===== src/include/dcsa_pkg.sv =====
package dcsa_pkg;

  localparam int unsigned CNT_W  = 24;
  localparam int unsigned AXI_AW = 8;
  localparam int unsigned AXI_DW = 32;

  // register byte offsets
  localparam logic [7:0] REG_CTRL   = 8'h00;
  localparam logic [7:0] REG_SRC    = 8'h04;
  localparam logic [7:0] REG_DST    = 8'h08;
  localparam logic [7:0] REG_COUNT  = 8'h0c;
  localparam logic [7:0] REG_POFF   = 8'h10;
  localparam logic [7:0] REG_SOFF   = 8'h14;
  localparam logic [7:0] REG_STATUS = 8'h18;

  // channel_control field positions
  localparam int unsigned CTL_EN_BIT = 23;
  localparam int unsigned CTL_TM_LSB = 19;
  localparam int unsigned CTL_CM_LSB = 0;
  localparam int unsigned CTL_SU_LSB = 3;
  localparam int unsigned CTL_DU_LSB = 5;

  // status field positions
  localparam int unsigned STS_DONE_BIT  = 0;
  localparam int unsigned STS_BUSY_BIT  = 1;
  localparam int unsigned STS_ARMED_BIT = 2;

  // transfer_mode_select codes
  localparam logic [2:0] TM_REQ_BLOCK      = 3'h0;
  localparam logic [2:0] TM_REQ_WORD       = 3'h1;
  localparam logic [2:0] TM_REQ_LINE       = 3'h2;
  localparam logic [2:0] TM_EN_BLOCK       = 3'h3;
  localparam logic [2:0] TM_REQ_BLOCK_KEEP = 3'h4;
  localparam logic [2:0] TM_REQ_WORD_KEEP  = 3'h5;

  // counter modes: single, dual, three triple layouts
  localparam logic [2:0] CM_A = 3'h0;
  localparam logic [2:0] CM_B = 3'h1;
  localparam logic [2:0] CM_C = 3'h2;
  localparam logic [2:0] CM_D = 3'h3;
  localparam logic [2:0] CM_E = 3'h4;

  // section widths (low, middle); high takes the rest
  localparam logic [4:0] LOW_W_B = 5'h0c;
  localparam logic [4:0] LOW_W_C = 5'h08;
  localparam logic [4:0] MID_W_C = 5'h08;
  localparam logic [4:0] LOW_W_D = 5'h06;
  localparam logic [4:0] MID_W_D = 5'h06;
  localparam logic [4:0] LOW_W_E = 5'h0c;
  localparam logic [4:0] MID_W_E = 5'h06;

  // address update selection per pointer
  localparam logic [1:0] UPD_HOLD    = 2'h0;
  localparam logic [1:0] UPD_LINEAR  = 2'h1;
  localparam logic [1:0] UPD_COUNTER = 2'h2;

  // step class chosen by the counter test
  localparam logic [1:0] STEP_ONE = 2'h0;
  localparam logic [1:0] STEP_PRI = 2'h1;
  localparam logic [1:0] STEP_SEC = 2'h2;

  localparam logic [1:0]  RESP_OKAY   = 2'h0;
  localparam logic [1:0]  RESP_SLVERR = 2'h2;
  localparam logic [23:0] REG_RST     = 24'h00_0000;
  localparam logic [23:0] ONE24       = 24'h00_0001;

  typedef struct packed {
    logic [23:0] lmask;
    logic [23:0] mmask;
    logic [23:0] mone;
    logic [23:0] hone;
    logic        triple;
  } dcsa_layout_t;

  function automatic dcsa_layout_t dcsa_layout(input logic [2:0] m);
    dcsa_layout_t l;
    logic [4:0]   lw;
    logic [4:0]   mw;
    lw = 5'h18;
    mw = 5'h00;
    case (m)
      CM_B: lw = LOW_W_B;
      CM_C: begin
        lw = LOW_W_C;
        mw = MID_W_C;
      end
      CM_D: begin
        lw = LOW_W_D;
        mw = MID_W_D;
      end
      CM_E: begin
        lw = LOW_W_E;
        mw = MID_W_E;
      end
      default: lw = 5'h18;
    endcase
    // a shift by the full width wraps to all ones after the subtract
    l.lmask  = (ONE24 << lw) - ONE24;
    l.mmask  = ((ONE24 << (lw + mw)) - ONE24) & ~l.lmask;
    l.mone   = ONE24 << lw;
    l.hone   = ONE24 << (lw + mw);
    l.triple = (mw != 5'h00);
    return l;
  endfunction : dcsa_layout

  function automatic logic [31:0] dcsa_strb(input logic [31:0] old_v,
                                            input logic [31:0] new_v,
                                            input logic [3:0]  strb);
    logic [31:0] r;
    r = old_v;
    for (int i = 0; i < 4; i++) begin
      if (strb[i]) begin
        r[i*8 +: 8] = new_v[i*8 +: 8];
      end
    end
    return r;
  endfunction : dcsa_strb

endpackage : dcsa_pkg


===== src/rtl/dcsa_sync2.sv =====
`timescale 1ns/1ps
module dcsa_sync2 (
  // clock and reset
  input  wire logic clk,
  input  wire logic rst_n,
  // level in, level out
  input  wire logic async_in,
  output logic      sync_out
);
  typedef struct packed {
    logic meta;
    logic sync;
  } dcsa_sync_t;

  dcsa_sync_t q;
  dcsa_sync_t d;

  always_comb begin
    d.meta = async_in;
    d.sync = q.meta;
  end

  always_ff @(posedge clk or negedge rst_n) begin
    if (!rst_n) begin
      q <= '0;
    end else begin
      q <= d;
    end
  end

  assign sync_out = q.sync;

endmodule : dcsa_sync2


===== src/rtl/dcsa_step.sv =====
`timescale 1ns/1ps
module dcsa_step (
  // counter state
  input  wire logic [2:0]  cmode,
  input  wire logic [23:0] count,
  input  wire logic [23:0] pre,
  // decision
  output logic      [23:0] nxt_count,
  output logic      [1:0]  step_sel,
  output logic             last,
  output logic             low_wrap
);
  import dcsa_pkg::*;

  dcsa_layout_t lay;
  logic [23:0]  lo;
  logic [23:0]  mi;
  logic [23:0]  hi;

  always_comb begin
    lay      = dcsa_layout(cmode);
    lo       = count & lay.lmask;
    mi       = count & lay.mmask;
    hi       = count & ~(lay.lmask | lay.mmask);
    low_wrap = (lo == REG_RST);
    last     = 1'b0;
    if (lo != REG_RST) begin
      // inner step: low section down, pointer forward by one
      nxt_count = count - ONE24;
      step_sel  = STEP_ONE;
    end else if (mi != REG_RST) begin
      nxt_count = (count - lay.mone) | (pre & lay.lmask);
      step_sel  = STEP_PRI;
    end else if (hi != REG_RST) begin
      nxt_count = (count - lay.hone) | (pre & (lay.lmask | lay.mmask));
      step_sel  = lay.triple ? STEP_SEC : STEP_PRI;
    end else begin
      // whole counter at zero: last word, full reload
      nxt_count = pre;
      last      = 1'b1;
      if (cmode == CM_A) begin
        step_sel = STEP_ONE;
      end else begin
        step_sel = lay.triple ? STEP_SEC : STEP_PRI;
      end
    end
  end

endmodule : dcsa_step


===== src/rtl/dcsa_channel.sv =====
// The implementer's own choices: the AXI4-Lite slave port and the placing of the registers.
`timescale 1ns/1ps
module dcsa_channel (
  // clock and reset
  input  wire logic                          clk,
  input  wire logic                          rst_n,
  // axi4-lite write
  input  wire logic [dcsa_pkg::AXI_AW-1:0]   s_axi_awaddr,
  input  wire logic                          s_axi_awvalid,
  output logic                               s_axi_awready,
  input  wire logic [dcsa_pkg::AXI_DW-1:0]   s_axi_wdata,
  input  wire logic [3:0]                    s_axi_wstrb,
  input  wire logic                          s_axi_wvalid,
  output logic                               s_axi_wready,
  output logic      [1:0]                    s_axi_bresp,
  output logic                               s_axi_bvalid,
  input  wire logic                          s_axi_bready,
  // axi4-lite read
  input  wire logic [dcsa_pkg::AXI_AW-1:0]   s_axi_araddr,
  input  wire logic                          s_axi_arvalid,
  output logic                               s_axi_arready,
  output logic      [dcsa_pkg::AXI_DW-1:0]   s_axi_rdata,
  output logic      [1:0]                    s_axi_rresp,
  output logic                               s_axi_rvalid,
  input  wire logic                          s_axi_rready,
  // memory side
  input  wire logic                          dma_request,
  output logic                               xfer_req,
  output logic      [dcsa_pkg::CNT_W-1:0]    xfer_src_addr,
  output logic      [dcsa_pkg::CNT_W-1:0]    xfer_dst_addr,
  input  wire logic                          xfer_ack,
  output logic                               block_end
);
  import dcsa_pkg::*;

  typedef enum logic {FSM_IDLE, FSM_XFER} dcsa_fsm_t;

  typedef struct packed {
    dcsa_fsm_t   fsm;
    logic        enable;
    logic [2:0]  tmode;
    logic [2:0]  cmode;
    logic [1:0]  src_upd;
    logic [1:0]  dst_upd;
    logic [23:0] src;
    logic [23:0] dst;
    logic [23:0] count;
    logic [23:0] pre;
    logic [23:0] poff;
    logic [23:0] soff;
    logic        blk_done;
    logic        armed;
    logic        xfer_valid;
    logic        blk_pulse;
    logic        aw_got;
    logic        w_got;
    logic [7:0]  waddr;
    logic [31:0] wdata;
    logic [3:0]  wstrb;
    logic        awready;
    logic        wready;
    logic        bvalid;
    logic [1:0]  bresp;
    logic        arready;
    logic        rvalid;
    logic [31:0] rdata;
    logic [1:0]  rresp;
  } dcsa_state_t;

  dcsa_state_t q;
  dcsa_state_t d;
  logic        req_s;
  logic [23:0] stp_count;
  logic [1:0]  stp_sel;
  logic        stp_last;
  logic        stp_wrap;
  logic        ack_fire;
  logic        wr_fire;
  logic [32:0] wr_old;
  logic [31:0] wr_val;
  logic [32:0] rd_val;

  dcsa_sync2 u_req_sync (
    .clk      (clk),
    .rst_n    (rst_n),
    .async_in (dma_request),
    .sync_out (req_s)
  );

  dcsa_step u_step (
    .cmode     (q.cmode),
    .count     (q.count),
    .pre       (q.pre),
    .nxt_count (stp_count),
    .step_sel  (stp_sel),
    .last      (stp_last),
    .low_wrap  (stp_wrap)
  );

  // {hit, data} for a register offset
  function automatic logic [32:0] reg_read(input dcsa_state_t s, input logic [7:0] a);
    logic [31:0] v;
    logic        hit;
    v   = 32'h0000_0000;
    hit = 1'b1;
    case (a)
      REG_CTRL: begin
        v[CTL_EN_BIT]            = s.enable;
        v[CTL_TM_LSB +: 3]       = s.tmode;
        v[CTL_CM_LSB +: 3]       = s.cmode;
        v[CTL_SU_LSB +: 2]       = s.src_upd;
        v[CTL_DU_LSB +: 2]       = s.dst_upd;
      end
      REG_SRC:   v[23:0] = s.src;
      REG_DST:   v[23:0] = s.dst;
      REG_COUNT: v[23:0] = s.count;
      REG_POFF:  v[23:0] = s.poff;
      REG_SOFF:  v[23:0] = s.soff;
      REG_STATUS: begin
        v[STS_DONE_BIT]  = s.blk_done;
        v[STS_BUSY_BIT]  = (s.fsm == FSM_XFER);
        v[STS_ARMED_BIT] = s.armed;
      end
      default: hit = 1'b0;
    endcase
    return {hit, v};
  endfunction : reg_read

  // pointer update, each pointer picks its own style
  function automatic logic [23:0] next_addr(input logic [23:0] a, input logic [1:0] upd,
                                            input logic [1:0] sel, input logic [23:0] po,
                                            input logic [23:0] so);
    logic [23:0] r;
    r = a;
    if (upd == UPD_LINEAR) begin
      r = a + ONE24;
    end else if (upd == UPD_COUNTER) begin
      case (sel)
        STEP_PRI: r = a + po;
        STEP_SEC: r = a + so;
        default:  r = a + ONE24;
      endcase
    end
    return r;
  endfunction : next_addr

  assign ack_fire = (q.fsm == FSM_XFER) && xfer_ack;
  assign wr_fire  = q.aw_got && q.w_got && !q.bvalid;
  assign wr_old   = reg_read(q, q.waddr);
  assign wr_val   = dcsa_strb(wr_old[31:0], q.wdata, q.wstrb);
  assign rd_val   = reg_read(q, s_axi_araddr);

  always_comb begin
    d           = q;
    d.blk_pulse = 1'b0;

    // transfer engine
    case (q.fsm)
      FSM_IDLE: begin
        // software clearing enable stops only between words
        if (q.enable && (q.armed || q.tmode == TM_EN_BLOCK || req_s)) begin
          d.fsm        = FSM_XFER;
          d.xfer_valid = 1'b1;
        end
      end
      FSM_XFER: begin
        if (xfer_ack) begin
          d.fsm        = FSM_IDLE;
          d.xfer_valid = 1'b0;
          d.count      = stp_count;
          d.src = next_addr(q.src, q.src_upd, stp_sel, q.poff, q.soff);
          d.dst = next_addr(q.dst, q.dst_upd, stp_sel, q.poff, q.soff);
          case (q.tmode)
            TM_REQ_WORD, TM_REQ_WORD_KEEP: d.armed = 1'b0;
            TM_REQ_LINE:                   d.armed = !stp_wrap;
            default:                       d.armed = !stp_last;
          endcase
          if (stp_last) begin
            d.blk_done  = 1'b1;
            d.blk_pulse = 1'b1;
            if (q.tmode != TM_REQ_BLOCK_KEEP && q.tmode != TM_REQ_WORD_KEEP) begin
              d.enable = 1'b0;
            end
            // modes 100 and 101 leave enable set for the next request
          end
        end
      end
      default: begin
        d.fsm        = FSM_IDLE;
        d.xfer_valid = 1'b0;
      end
    endcase

    // write address and data taken in either order
    if (q.awready && s_axi_awvalid) begin
      d.aw_got  = 1'b1;
      d.waddr   = s_axi_awaddr;
      d.awready = 1'b0;
    end
    if (q.wready && s_axi_wvalid) begin
      d.w_got  = 1'b1;
      d.wdata  = s_axi_wdata;
      d.wstrb  = s_axi_wstrb;
      d.wready = 1'b0;
    end

    // register write; software data wins over the engine update, except a done clear in a block-end cycle
    if (wr_fire) begin
      d.aw_got = 1'b0;
      d.w_got  = 1'b0;
      d.bvalid = 1'b1;
      d.bresp  = wr_old[32] ? RESP_OKAY : RESP_SLVERR;
      case (q.waddr)
        REG_CTRL: begin
          d.enable  = wr_val[CTL_EN_BIT];
          d.tmode   = wr_val[CTL_TM_LSB +: 3];
          d.cmode   = wr_val[CTL_CM_LSB +: 3];
          d.src_upd = wr_val[CTL_SU_LSB +: 2];
          d.dst_upd = wr_val[CTL_DU_LSB +: 2];
          d.armed   = 1'b0;
        end
        REG_SRC:  d.src = wr_val[23:0];
        REG_DST:  d.dst = wr_val[23:0];
        REG_COUNT: begin
          d.count = wr_val[23:0];
          d.pre   = wr_val[23:0];
        end
        REG_POFF: d.poff = wr_val[23:0];
        REG_SOFF: d.soff = wr_val[23:0];
        REG_STATUS: begin
          // write one to clear; a block end in the same cycle still sets
          if (q.wstrb[0] && q.wdata[STS_DONE_BIT] && !(ack_fire && stp_last)) begin
            d.blk_done = 1'b0;
          end
        end
        default: d.bresp = RESP_SLVERR;
      endcase
    end
    if (q.bvalid && s_axi_bready) begin
      d.bvalid  = 1'b0;
      d.awready = 1'b1;
      d.wready  = 1'b1;
    end

    // register read
    if (q.arready && s_axi_arvalid) begin
      d.arready = 1'b0;
      d.rvalid  = 1'b1;
      d.rdata   = rd_val[31:0];
      d.rresp   = rd_val[32] ? RESP_OKAY : RESP_SLVERR;
    end
    if (q.rvalid && s_axi_rready) begin
      d.rvalid  = 1'b0;
      d.arready = 1'b1;
    end
  end

  always_ff @(posedge clk or negedge rst_n) begin
    if (!rst_n) begin
      q         <= '0;
      q.fsm     <= FSM_IDLE;
      q.awready <= 1'b1;
      q.wready  <= 1'b1;
      q.arready <= 1'b1;
    end else begin
      q <= d;
    end
  end

  assign s_axi_awready = q.awready;
  assign s_axi_wready  = q.wready;
  assign s_axi_bvalid  = q.bvalid;
  assign s_axi_bresp   = q.bresp;
  assign s_axi_arready = q.arready;
  assign s_axi_rvalid  = q.rvalid;
  assign s_axi_rdata   = q.rdata;
  assign s_axi_rresp   = q.rresp;
  assign xfer_req      = q.xfer_valid;
  assign xfer_src_addr = q.src;
  assign xfer_dst_addr = q.dst;
  assign block_end     = q.blk_pulse;

  property p_en_trigger;
    @(posedge clk) disable iff (!rst_n)
      q.fsm == FSM_IDLE && q.enable && q.tmode == TM_EN_BLOCK |=> xfer_req;
  endproperty
  a_en_trigger: assert property (p_en_trigger) else $error("enable trigger gave no transfer");

  property p_hold_addr;
    @(posedge clk) disable iff (!rst_n)
      xfer_req && !xfer_ack && !wr_fire |=> xfer_req && $stable(xfer_src_addr);
  endproperty
  a_hold_addr: assert property (p_hold_addr) else $error("transfer address moved early");

  property p_single_dec;
    @(posedge clk) disable iff (!rst_n)
      ack_fire && !wr_fire && q.cmode == CM_A && q.count != REG_RST
      |=> q.count == $past(q.count) - ONE24 && !block_end;
  endproperty
  a_single_dec: assert property (p_single_dec) else $error("single count did not step");

  property p_single_reload;
    @(posedge clk) disable iff (!rst_n)
      ack_fire && !wr_fire && q.cmode == CM_A && q.count == REG_RST
      |=> q.count == $past(q.pre) && block_end && q.blk_done;
  endproperty
  a_single_reload: assert property (p_single_reload) else $error("single reload missed");

  property p_dst_follow;
    @(posedge clk) disable iff (!rst_n)
      ack_fire && !wr_fire && q.cmode == CM_B && q.dst_upd == UPD_COUNTER
      && q.count[11:0] != 12'h000
      |=> xfer_dst_addr == $past(q.dst) + ONE24;
  endproperty
  a_dst_follow: assert property (p_dst_follow) else $error("destination did not step");

  property p_dual_off;
    @(posedge clk) disable iff (!rst_n)
      ack_fire && !wr_fire && q.cmode == CM_B && q.src_upd == UPD_COUNTER
      && q.count[11:0] == 12'h000 && q.count[23:12] != 12'h000
      |=> xfer_src_addr == $past(q.src) + $past(q.poff)
          && q.count[23:12] == $past(q.count[23:12]) - 12'h001
          && q.count[11:0] == $past(q.pre[11:0]);
  endproperty
  a_dual_off: assert property (p_dual_off) else $error("dual row step wrong");

  property p_tri_mid;
    @(posedge clk) disable iff (!rst_n)
      ack_fire && !wr_fire && q.cmode == CM_E && q.src_upd == UPD_COUNTER
      && q.count[11:0] == 12'h000 && q.count[17:12] != 6'h00
      |=> xfer_src_addr == $past(q.src) + $past(q.poff)
          && q.count[17:12] == $past(q.count[17:12]) - 6'h01;
  endproperty
  a_tri_mid: assert property (p_tri_mid) else $error("triple middle step wrong");

  property p_tri_last;
    @(posedge clk) disable iff (!rst_n)
      ack_fire && !wr_fire && q.cmode == CM_E && q.src_upd == UPD_COUNTER
      && q.count == REG_RST
      |=> xfer_src_addr == $past(q.src) + $past(q.soff) && q.count == $past(q.pre);
  endproperty
  a_tri_last: assert property (p_tri_last) else $error("triple block end wrong");

  property p_keep_en;
    @(posedge clk) disable iff (!rst_n)
      ack_fire && !wr_fire && stp_last && q.tmode == TM_REQ_BLOCK_KEEP |=> q.enable;
  endproperty
  a_keep_en: assert property (p_keep_en) else $error("enable dropped in keep mode");

  property p_clear_en;
    @(posedge clk) disable iff (!rst_n)
      ack_fire && !wr_fire && stp_last && (q.tmode == TM_REQ_BLOCK || q.tmode == TM_EN_BLOCK)
      |=> !q.enable ##1 !xfer_req;
  endproperty
  a_clear_en: assert property (p_clear_en) else $error("enable kept after block");

  property p_preload;
    @(posedge clk) disable iff (!rst_n)
      wr_fire && q.waddr == REG_COUNT && q.wstrb == 4'hf
      |=> q.count == $past(q.wdata[23:0]) && q.pre == $past(q.wdata[23:0]);
  endproperty
  a_preload: assert property (p_preload) else $error("preload copy not captured");

  c_dual_end: cover property (@(posedge clk) disable iff (!rst_n)
    ack_fire && q.cmode == CM_B && stp_last);
  c_tri_sec: cover property (@(posedge clk) disable iff (!rst_n)
    ack_fire && q.cmode == CM_E && stp_sel == STEP_SEC && !stp_last);
  c_word_req: cover property (@(posedge clk) disable iff (!rst_n)
    ack_fire && q.tmode == TM_REQ_WORD ##[1:20] xfer_req);

endmodule : dcsa_channel


===== config.mk =====
export PLATFORM = sky130hd
export DESIGN_NAME = dcsa_channel
export DESIGN_NICKNAME = d
export VERILOG_FILES = /design/src/include/dcsa_pkg.sv /design/src/rtl/dcsa_sync2.sv /design/src/rtl/dcsa_step.sv /design/src/rtl/dcsa_channel.sv
export SDC_FILE = /design/constraint.sdc
export NUM_CORES = 1
export LEC_CHECK = 0
export ABC_AREA = 1
export BUFFER_PORTS_ARGS = -buffer_cell sky130_fd_sc_hd__buf_4
export CAP_MARGIN = 0
export CORE_MARGIN = 5
export CORE_UTILIZATION = 30
export CTS_BUF_LIST = sky130_fd_sc_hd__clkbuf_2 sky130_fd_sc_hd__clkbuf_4 sky130_fd_sc_hd__clkbuf_8
export CTS_CLUSTER_SIZE = 8
export DETAILED_ROUTE_END_ITERATION = 8
export PLACE_DENSITY_LB_ADDON = 0.12
export SLEW_MARGIN = 30
export SYNTH_ARGS = -nofsm -noshare
export SYNTH_HDL_FRONTEND = slang
export SYNTH_SLANG_ARGS = --single-unit

===== constraint.sdc =====
create_clock -name clk -period 7.5 [get_ports clk]
set_input_delay 1.5 -clock clk [delete_from_list [all_inputs] [get_ports clk]]
set_output_delay 1.5 -clock clk [all_outputs]
set_load 0.05 [all_outputs]

Word level (Yosys, flattened, before mapping). Cells that the tools add are included.

$add $sub $neg: 12. Equality and inequality tests: 30. Shift-type cells: 2. Muxes and demuxes: 74. Bitwise operators: 12. Reduce and logical (&&, ||, !) cells: 43.

Operators by type and width (number): 2-to-1 mux 24 bit (11); 2-to-1 mux 157 bit (1); bitwise AND 24 bit (6); 2-to-1 mux 72 bit (2); one-hot mux 12 bit (5 select lines) (2); adder 24 bit (4); one-hot mux 24 bit (2 select lines) (2); bitwise OR 24 bit (3); nonzero test 24 bit (3); subtractor 24 x 1 -> 24 bit (second input constant) (3); adder 24 x 1 -> 24 bit (second input constant) (2); == test 8 x 5 -> 1 bit (second input constant) (6); 2-to-1 mux 48 bit (1); NOT 24 bit (2); left shift 1 x 5 -> 24 bit (first input constant) (2); subtractor 24 bit (2); 2-to-1 mux 36 bit (1); == test 8 x 4 -> 1 bit (second input constant) (4); one-hot mux 3 bit (5 select lines) (2); zero test 24 bit (1); 2-to-1 mux 2 bit (12); 2-to-1 mux 8 bit (3); one-hot mux 4 bit (6 select lines) (1); one-hot mux 3 bit (7 select lines) (1); 31 further kinds (96).

Register bits: 232. Input port bits: 61. Output and inout bits: 91. Logic and storage cells: 204.

Logic depth before layout (Yosys ltp). Gate-level depths: netlist (run 1).

Depth in word-level cells: 22. Depth in mapped cells: 56. Gate-level depth less buffers: 53.

By module. From an unflattened synthesis (run 1), not the netlist that was laid out.

Cell total of the unflattened synthesis: 3400. Area, all modules: 20980.1 um^2.

By module, submodules not included: dcsa_channel (instances 1, cells an instance 2658, area each 17465.5 um^2, seq. area each 5709.2 um^2); dcsa_step (instances 1, cells an instance 740, area each 3464.6 um^2, seq. area each 0.0 um^2); dcsa_sync2 (instances 1, cells an instance 2, area each 50.0 um^2, seq. area each 50.0 um^2).

Worst setup path before layout (run 1). No wires, ideal clock.

Kind: reg2reg. Start point: register q[240] (netlist bit). End point: register q, in the netlist xfer_dst_addr[10]. Setup time: 0.144 ns. Arrival: 6.588 ns. Data required time: 7.356 ns. Slack: 0.768 ns. Stages on the path, launching flop included: 47. Cell sequence: dfrtp_1 inv_2 nor2_8 nand2_2 nand2_1 ha_1 inv_1 fa_1 inv_1 nor2_1 inv_1 nor2_1 inv_1 nor2_1 inv_1 ha_1 clkbuf_1 nand2_4 [11 not listed] clkbuf_1 buf_1 nand2_1 o21ai_0 ha_1 inv_1 fa_1 inv_1 nand3_1 nand2_1 a21oi_1 o21bai_1 a21oi_1 or2_2 nand3_1 o211ai_1 a41oi_1 a21oi_1.

RTL lines: start: declaration (RTL line dcsa_channel.sv:70) `dcsa_state_t q;`.

==> results of run 1 <==
-- Yosys cell counts (6+ instances only) --
library cell,n,area [µm²]
a31oi_1,21,131
dfrtp_1,227,5680
ha_1,72,901
a22oi_1,15,113
o21bai_1,8,60.1
o221ai_1,16,140
a21oi_1,237,1190
nor4_1,13,81.3
a211oi_1,6,45.0
a21o_1,9,67.6
nand3_1,141,706
o2111ai_1,15,131
clkbuf_1,113,424
a221oi_1,34,298
a21oi_2,18,158
nand4_1,32,200
clkinv_1,7,26.3
buf_4,85,638
o211ai_1,40,300
o21ai_0,293,1470
xnor2_1,7,61.3
or2_2,26,163
xor2_1,69,604
nand2_1,756,2840
nor2_1,264,991
buf_1,6,22.5
nor3_1,43,215
inv_1,389,1460
buf_2,7,35.0
o22ai_1,73,457
nand2_2,7,43.8
-- flip-flops by register name (all words and copies together), names as in the netlist, 24 cells and up --
register,flops
q,147
s_axi_rdata,24
xfer_dst_addr,24
xfer_src_addr,24
-- per-stage QoR --
stage / power (mW) / cell area (µm²) / setup slack (ns) / hold WS, ns / setup TNS, ns
floorplan: 6.11 / 20500 / 0.768 / 0.331 / 0
global placement: 8.38 / 22900 / 0.179 / 0.337 / 0
detailed placement: 8.43 / 22900 / 0.128 / 0.350 / 0
CTS: 9.88 / 23900 / 0.0902 / 0.363 / 0
global route: 10.6 / 24000 / -0.0453 / 0.371 / -0.0453
finish: 9.95 / 24000 / 0.513 / 0.359 / 0
-- where the power goes --
part | total [mW] | switching, mW | internal (mW)
sequential | 2.38 | 0.730 | 1.65
combinational | 6.16 | 4.24 | 1.92
clock | 1.41 | 0.628 | 0.787
-- cells by family after synthesis --
logic type	after synthesis
xor+xnor	77
flops	230
simple gates	1308
mux	2
other cells	2
buf+inv	616
compound gates	818
fa+ha+maj	75
-- worst register-to-register path: cells and delay by family (launching register included) --
| kind | cells | cell delay, ns |
|---|---|---|
| AOI/OAI and AO/OA | 11 | 2.00 |
| and+or+nand+nor | 13 | 1.82 |
| adders and majority gates | 5 | 1.59 |
| buffers and inverters | 11 | 1.06 |
| DFF | 1 | 0.46 |
-- per-layer routing --
metal,global-route usage,up-vias
met5,0,-
met4,0.0793,2
met2,0.389,1072
met1,0.379,11000
met3,0.0502,174
li1,-,10700
-- path summary, 6_finish.rpt --
kind | from | to | slack, ns | depth (start not counted)
worst max-delay path | q[241] | xfer_src_addr[15] | 0.51 | 40
worst min-delay path | u_req_sync.d[0] | u_req_sync.sync_out | 0.36 | 0
worst max register to register | q[241] | xfer_src_addr[15] | 0.51 | 40
worst min register to register | u_req_sync.d[0] | u_req_sync.sync_out | 0.36 | 0
max in group asynchronous | rst_n | s_axi_arready | 5.33 | 3
min in group asynchronous | rst_n | q[83] | 0.86 | 1
-- area by class of cell --
cell class	count	area share
Clock inverter	15	0.00683
Clock buffer	64	0.0331
Tap cell	873	0.0455
Multi-Input combinational cell	2294	0.506
Inverter	400	0.0628
Timing Repair Buffer	329	0.106
Sequential cell	230	0.240
-- timing repair --
action / CTS / global route
buffers inserted: 0 / 2
gates resized for setup: 0 / 23
setup endpoints to repair: 0 / 33
hold buffers: 0 / 0
hold endpoints to repair: 0 / 0
==> impl_metrics.tcl, run 1 <==
set metrics [dict create \
    path_delay_family "compound AO/OA/AOI/OAI gates" \
    cp-end-kind "register" \
    ios 152 \
    syn_area_um2 20400 \
    cts_tree "done" \
    viasPerCell 5.45 \
    synth_edf_count 0 \
    multiInputGateArea_um2 12100 \
    dr_wl_met3_mm 8.81 \
    critPathMaxFanout 21 \
    fmax_mhz 143 \
    cpMostUsedCell "inv_1" \
    grt_max_degree 156 \
    initial_core_util 0.303 \
    met1Wirelength_mm 45.2 \
    synth_compound_area_frac 0.236 \
    synth-seq-cells 230 \
    drt_iter0_drc 2466 \
    final_common_cell "nand2_1" \
    grt_pass1_wl_mm 146 \
    wl_mm 99.6 \
    hold_path.class "register to register" \
    routabilityCongestion 0.948 \
    dp_cells 4122 \
    drc_errors 0 \
    fin_crit_sh 0.932 \
    post_drt_wl_per_cell_um 23.7 \
    post-dp-hpwl_mm 77.8 \
    overflow 0 \
    maxCapViolations 0 \
    required_ns 8.03 \
    final_cell_mix "753 x nand2_1, 387 x inv_1, 324 x buf_4, 283 x o21ai_0, 258 x nor2_1" \
    power_density_nw_per_um2 415 \
    cts_root_buf "clkbuf_8" \
    path_clk_slew_ns 0.07 \
    p_leak_nw 11.2 \
    syn2layout_area_growth_pct 17.4 \
    die_h_um 271 \
    finalNonFillerCells 4205 \
    slew_viol_final 0 \
    utilization 0.356 \
    syn_inst 3128 \
    diodes 0 \
    yosysWarnings 0 \
    cp_slowest_stage_delay_ns 0.60 \
    drive_gt1_frac 0.155 \
    nFillCells 7264 \
    ant_nets 0 \
    drt_first_pass_iters 6 \
    vdd_drop_max_uv 305 \
    fin_crit_ns 6.99 \
    core-area_um2 67400 \
    clockBufferDepth 3 \
    dieWidth_um 271 \
    synth_mux_area_frac 0.00110 \
    wl_met2_mm 42.0 \
    regArea_um2 5760 \
    setup_viol 0 \
    std_cell_rows 95 \
    portBuffers 132 \
    tightest_slew_ns 1.07 \
    final_nets 3436 \
    hold_viol_final 0 \
    status "finished clean" \
    fp.dieArea_um2 73400 \
    worstPathArrival_ns 7.52 \
    clock-sinks 230 \
    clk_latency_ns 0.64 \
    crit_slowest_cell "fa_1" \
    crit_type "register to register" \
    cts-buffers-inserted 45 \
    antenna_found_initial 3 \
    rsz0062_at_grt "yes" \
    grt_pass1_vias 21800 \
    seq_area_frac_synth 0.282 \
    cts_max_level 2 \
    maxSlewHeadroom 0.287 \
    top_layer "met5" \
    synth_xor_area_frac 0.0334 \
    finClkSkew_ns 0.0509 \
    async_reset_ff_frac 1.00 \
    synth_fa_ha_area_frac 0.0470 \
    syn_area_per_cell_um2 6.53 \
    path_buf_inv 11 \
    yosysUniqueCellTypes 65 \
    grt_util_all_layers 0.260 \
    yosys.area_share.simple 0.269 \
    synthFlopType "dfrtp_1" \
    synth_top_family_by_area "simple AND/OR/NAND/NOR gates" \
    cp-start-kind "register" \
    routed-via-count 22900 \
]
Note: power is estimated with default switching activity, not from simulation.
==> run 2, diff against run 1 <==
- CORE_UTILIZATION: 30 -> 49
==> run 2 against run 1 <==
Against the previous run: maximum frequency is 2.6% lower; clock-buffer cell count is 2 higher; clock skew is 0.0014 ns higher; critical path type unchanged.
==> impl_metrics.tcl, run 2 (synthesis results as in run 1) <==
set metrics [dict create \
    hold_viol_final 0 \
    post_drt_wl_per_cell_um 23.4 \
    tightest_slew_ns 1.08 \
    clockBufferDepth 3 \
    worstPathArrival_ns 7.72 \
    syn2layout_area_growth_pct 16.0 \
    cp-start-kind "register" \
    p_int_mw 4.49 \
    routabilityCongestion 1.04 \
    netSwitchingFraction 0.553 \
    min_path_cells 0 \
    maxCapViolations 0 \
    grt_util_all_layers 0.377 \
    critPathMaxFanout 33 \
    ios 152 \
    status "finished clean" \
    pwr-share-clk 0.143 \
    cts_tree "done" \
    clock-sinks 230 \
    fmax_mhz 139 \
    cts_root_buf "clkbuf_8" \
    cts-buffers-inserted 43 \
    combPwrFrac 0.623 \
    final_common_cell "nand2_1" \
    dieWidth_um 214 \
    drc_errors 0 \
    overflow 0 \
    slew_viol_final 0 \
    cp-end-kind "register" \
    drt_first_pass_iters 9 \
    p_sw_mw 5.54 \
    p_total_mw 10.0 \
    path_depth 38 \
    die_h_um 214 \
    viasPerCell 6.13 \
    rsz0062_at_grt "no" \
    power_density_nw_per_um2 423 \
    ant_nets 0 \
    final_nets 3453 \
    crit_type "register to register" \
    cts_max_level 2 \
    vdd_drop_max_uv 420 \
    initial_core_util 0.498 \
    fin_crit_sh 0.957 \
    diodes 0 \
    path_delay_family "simple AND/OR/NAND/NOR gates" \
    std_cell_rows 74 \
    fp.dieArea_um2 45900 \
    drive_gt1_frac 0.157 \
    path_buf_inv 9 \
    grt_max_degree 112 \
    fin_setup_tns_ns 0 \
    r2r_cells 38 \
    portBuffers 132 \
    grt_pass1_wl_mm 136 \
    antenna_found_initial 1 \
    cp_slowest_stage_delay_ns 0.78 \
    path_clk_slew_ns 0.06 \
    hold_path.class "register to register" \
    required_ns 8.05 \
    crit_slowest_cell "o21ai_0" \
    clk_latency_ns 0.64 \
    wl_mm 90.9 \
    routed-via-count 23800 \
    core-area_um2 41000 \
    p_leak_nw 11.3 \
    seqPwrFrac 0.235 \
    largest_reg_flops 147 \
    grt_pass1_vias 22300 \
    regMostFlops "q" \
    final_cell_mix "754 x nand2_1, 388 x inv_1, 342 x buf_4, 282 x o21ai_0, 261 x nor2_1" \
    maxSlewHeadroom 0.278 \
    finClkSkew_ns 0.0524 \
    setup_viol 0 \
    post-dp-hpwl_mm 69.8 \
    nFillCells 4033 \
    fin_crit_ns 7.18 \
    drt_iter0_drc 3130 \
]
run 2: cell count changes in the layout (fill, tap and decap cells not counted), moves of 2 or more:
cell        change
o21ai_1         +2
clkbuf_4        +2
nor2_1          +3
nor2_2          -3
dfrtp_2         -2
buf_4          +18
dfrtp_1         +2
clkinvlp_4      -2
clkinv_2        -4
run 2: layer usage:
| metal | part of all wire | vias up | global-route usage |
|---|---|---|---|
| met2 | 0.41 | 1610 | 0.549 |
| met3 | 0.12 | 299 | 0.0830 |
| met5 | 0.00013 | - | 0 |
| met1 | 0.42 | 11100 | 0.535 |
| met4 | 0.055 | 2 | 0.175 |
| li1 | - | 10800 | - |
run 2: layout make-up:
| type | count | area (µm²) | area share |
|---|---|---|---|
| multi-input cells | 2294 | 12100 | 0.511 |
| flip-flops and latches | 230 | 5760 | 0.243 |
| repair buffers | 348 | 2690 | 0.113 |
| inverters | 400 | 1510 | 0.0636 |
| well taps | 532 | 666 | 0.0281 |
| clock inverters | 11 | 170 | 0.00718 |
| clock buffers | 66 | 808 | 0.0341 |
run 2: repair_timing:
item / CTS / global route
resized for setup: 0 / 22
buffers inserted: 0 / 1
hold buffers: 0 / 0
setup endpoints to repair: 0 / 33
run 2: worst paths after layout:
kind,from,end,slack (ns)
worst min-delay path,u_req_sync.d[0],u_req_sync.sync_out,0.35
worst max register to register,q[239],xfer_dst_addr[22],0.32
min in group asynchronous,rst_n,xfer_dst_addr[17],0.78
worst min register to register,u_req_sync.d[0],u_req_sync.sync_out,0.35
worst max-delay path,q[239],xfer_dst_addr[22],0.32
max in group asynchronous,rst_n,q[171],5.28
run 2: power groups by stage:
| stage | sequential, mW | combinational (mW) | clock [mW] |
|---|---|---|---|
| final | 2.35 | 6.24 | 1.43 |
| after global routing | 2.37 | 6.70 | 1.49 |
| after CTS | 2.31 | 6.08 | 1.44 |
| after detailed placement | 2.32 | 6.04 | 0 |
| after global placement | 2.31 | 5.95 | 0 |
| after floorplan | 1.99 | 4.12 | 0 |
run 2: metrics by stage:
step	std cells	setup slack [ns]	hold WS, ns	utilization	instance area, µm²
3_5_place_dp	3803	0.207	0.336	0.552	22600
3_3_place_gp	3802	0.218	0.333	0.551	22600
2_1_floorplan	3140	0.768	0.331	-	20500
5_1_grt	3881	0.0130	0.374	0.578	23700
6_report	3881	0.323	0.350	0.578	23700
4_1_cts	3880	0.111	0.351	0.576	23600
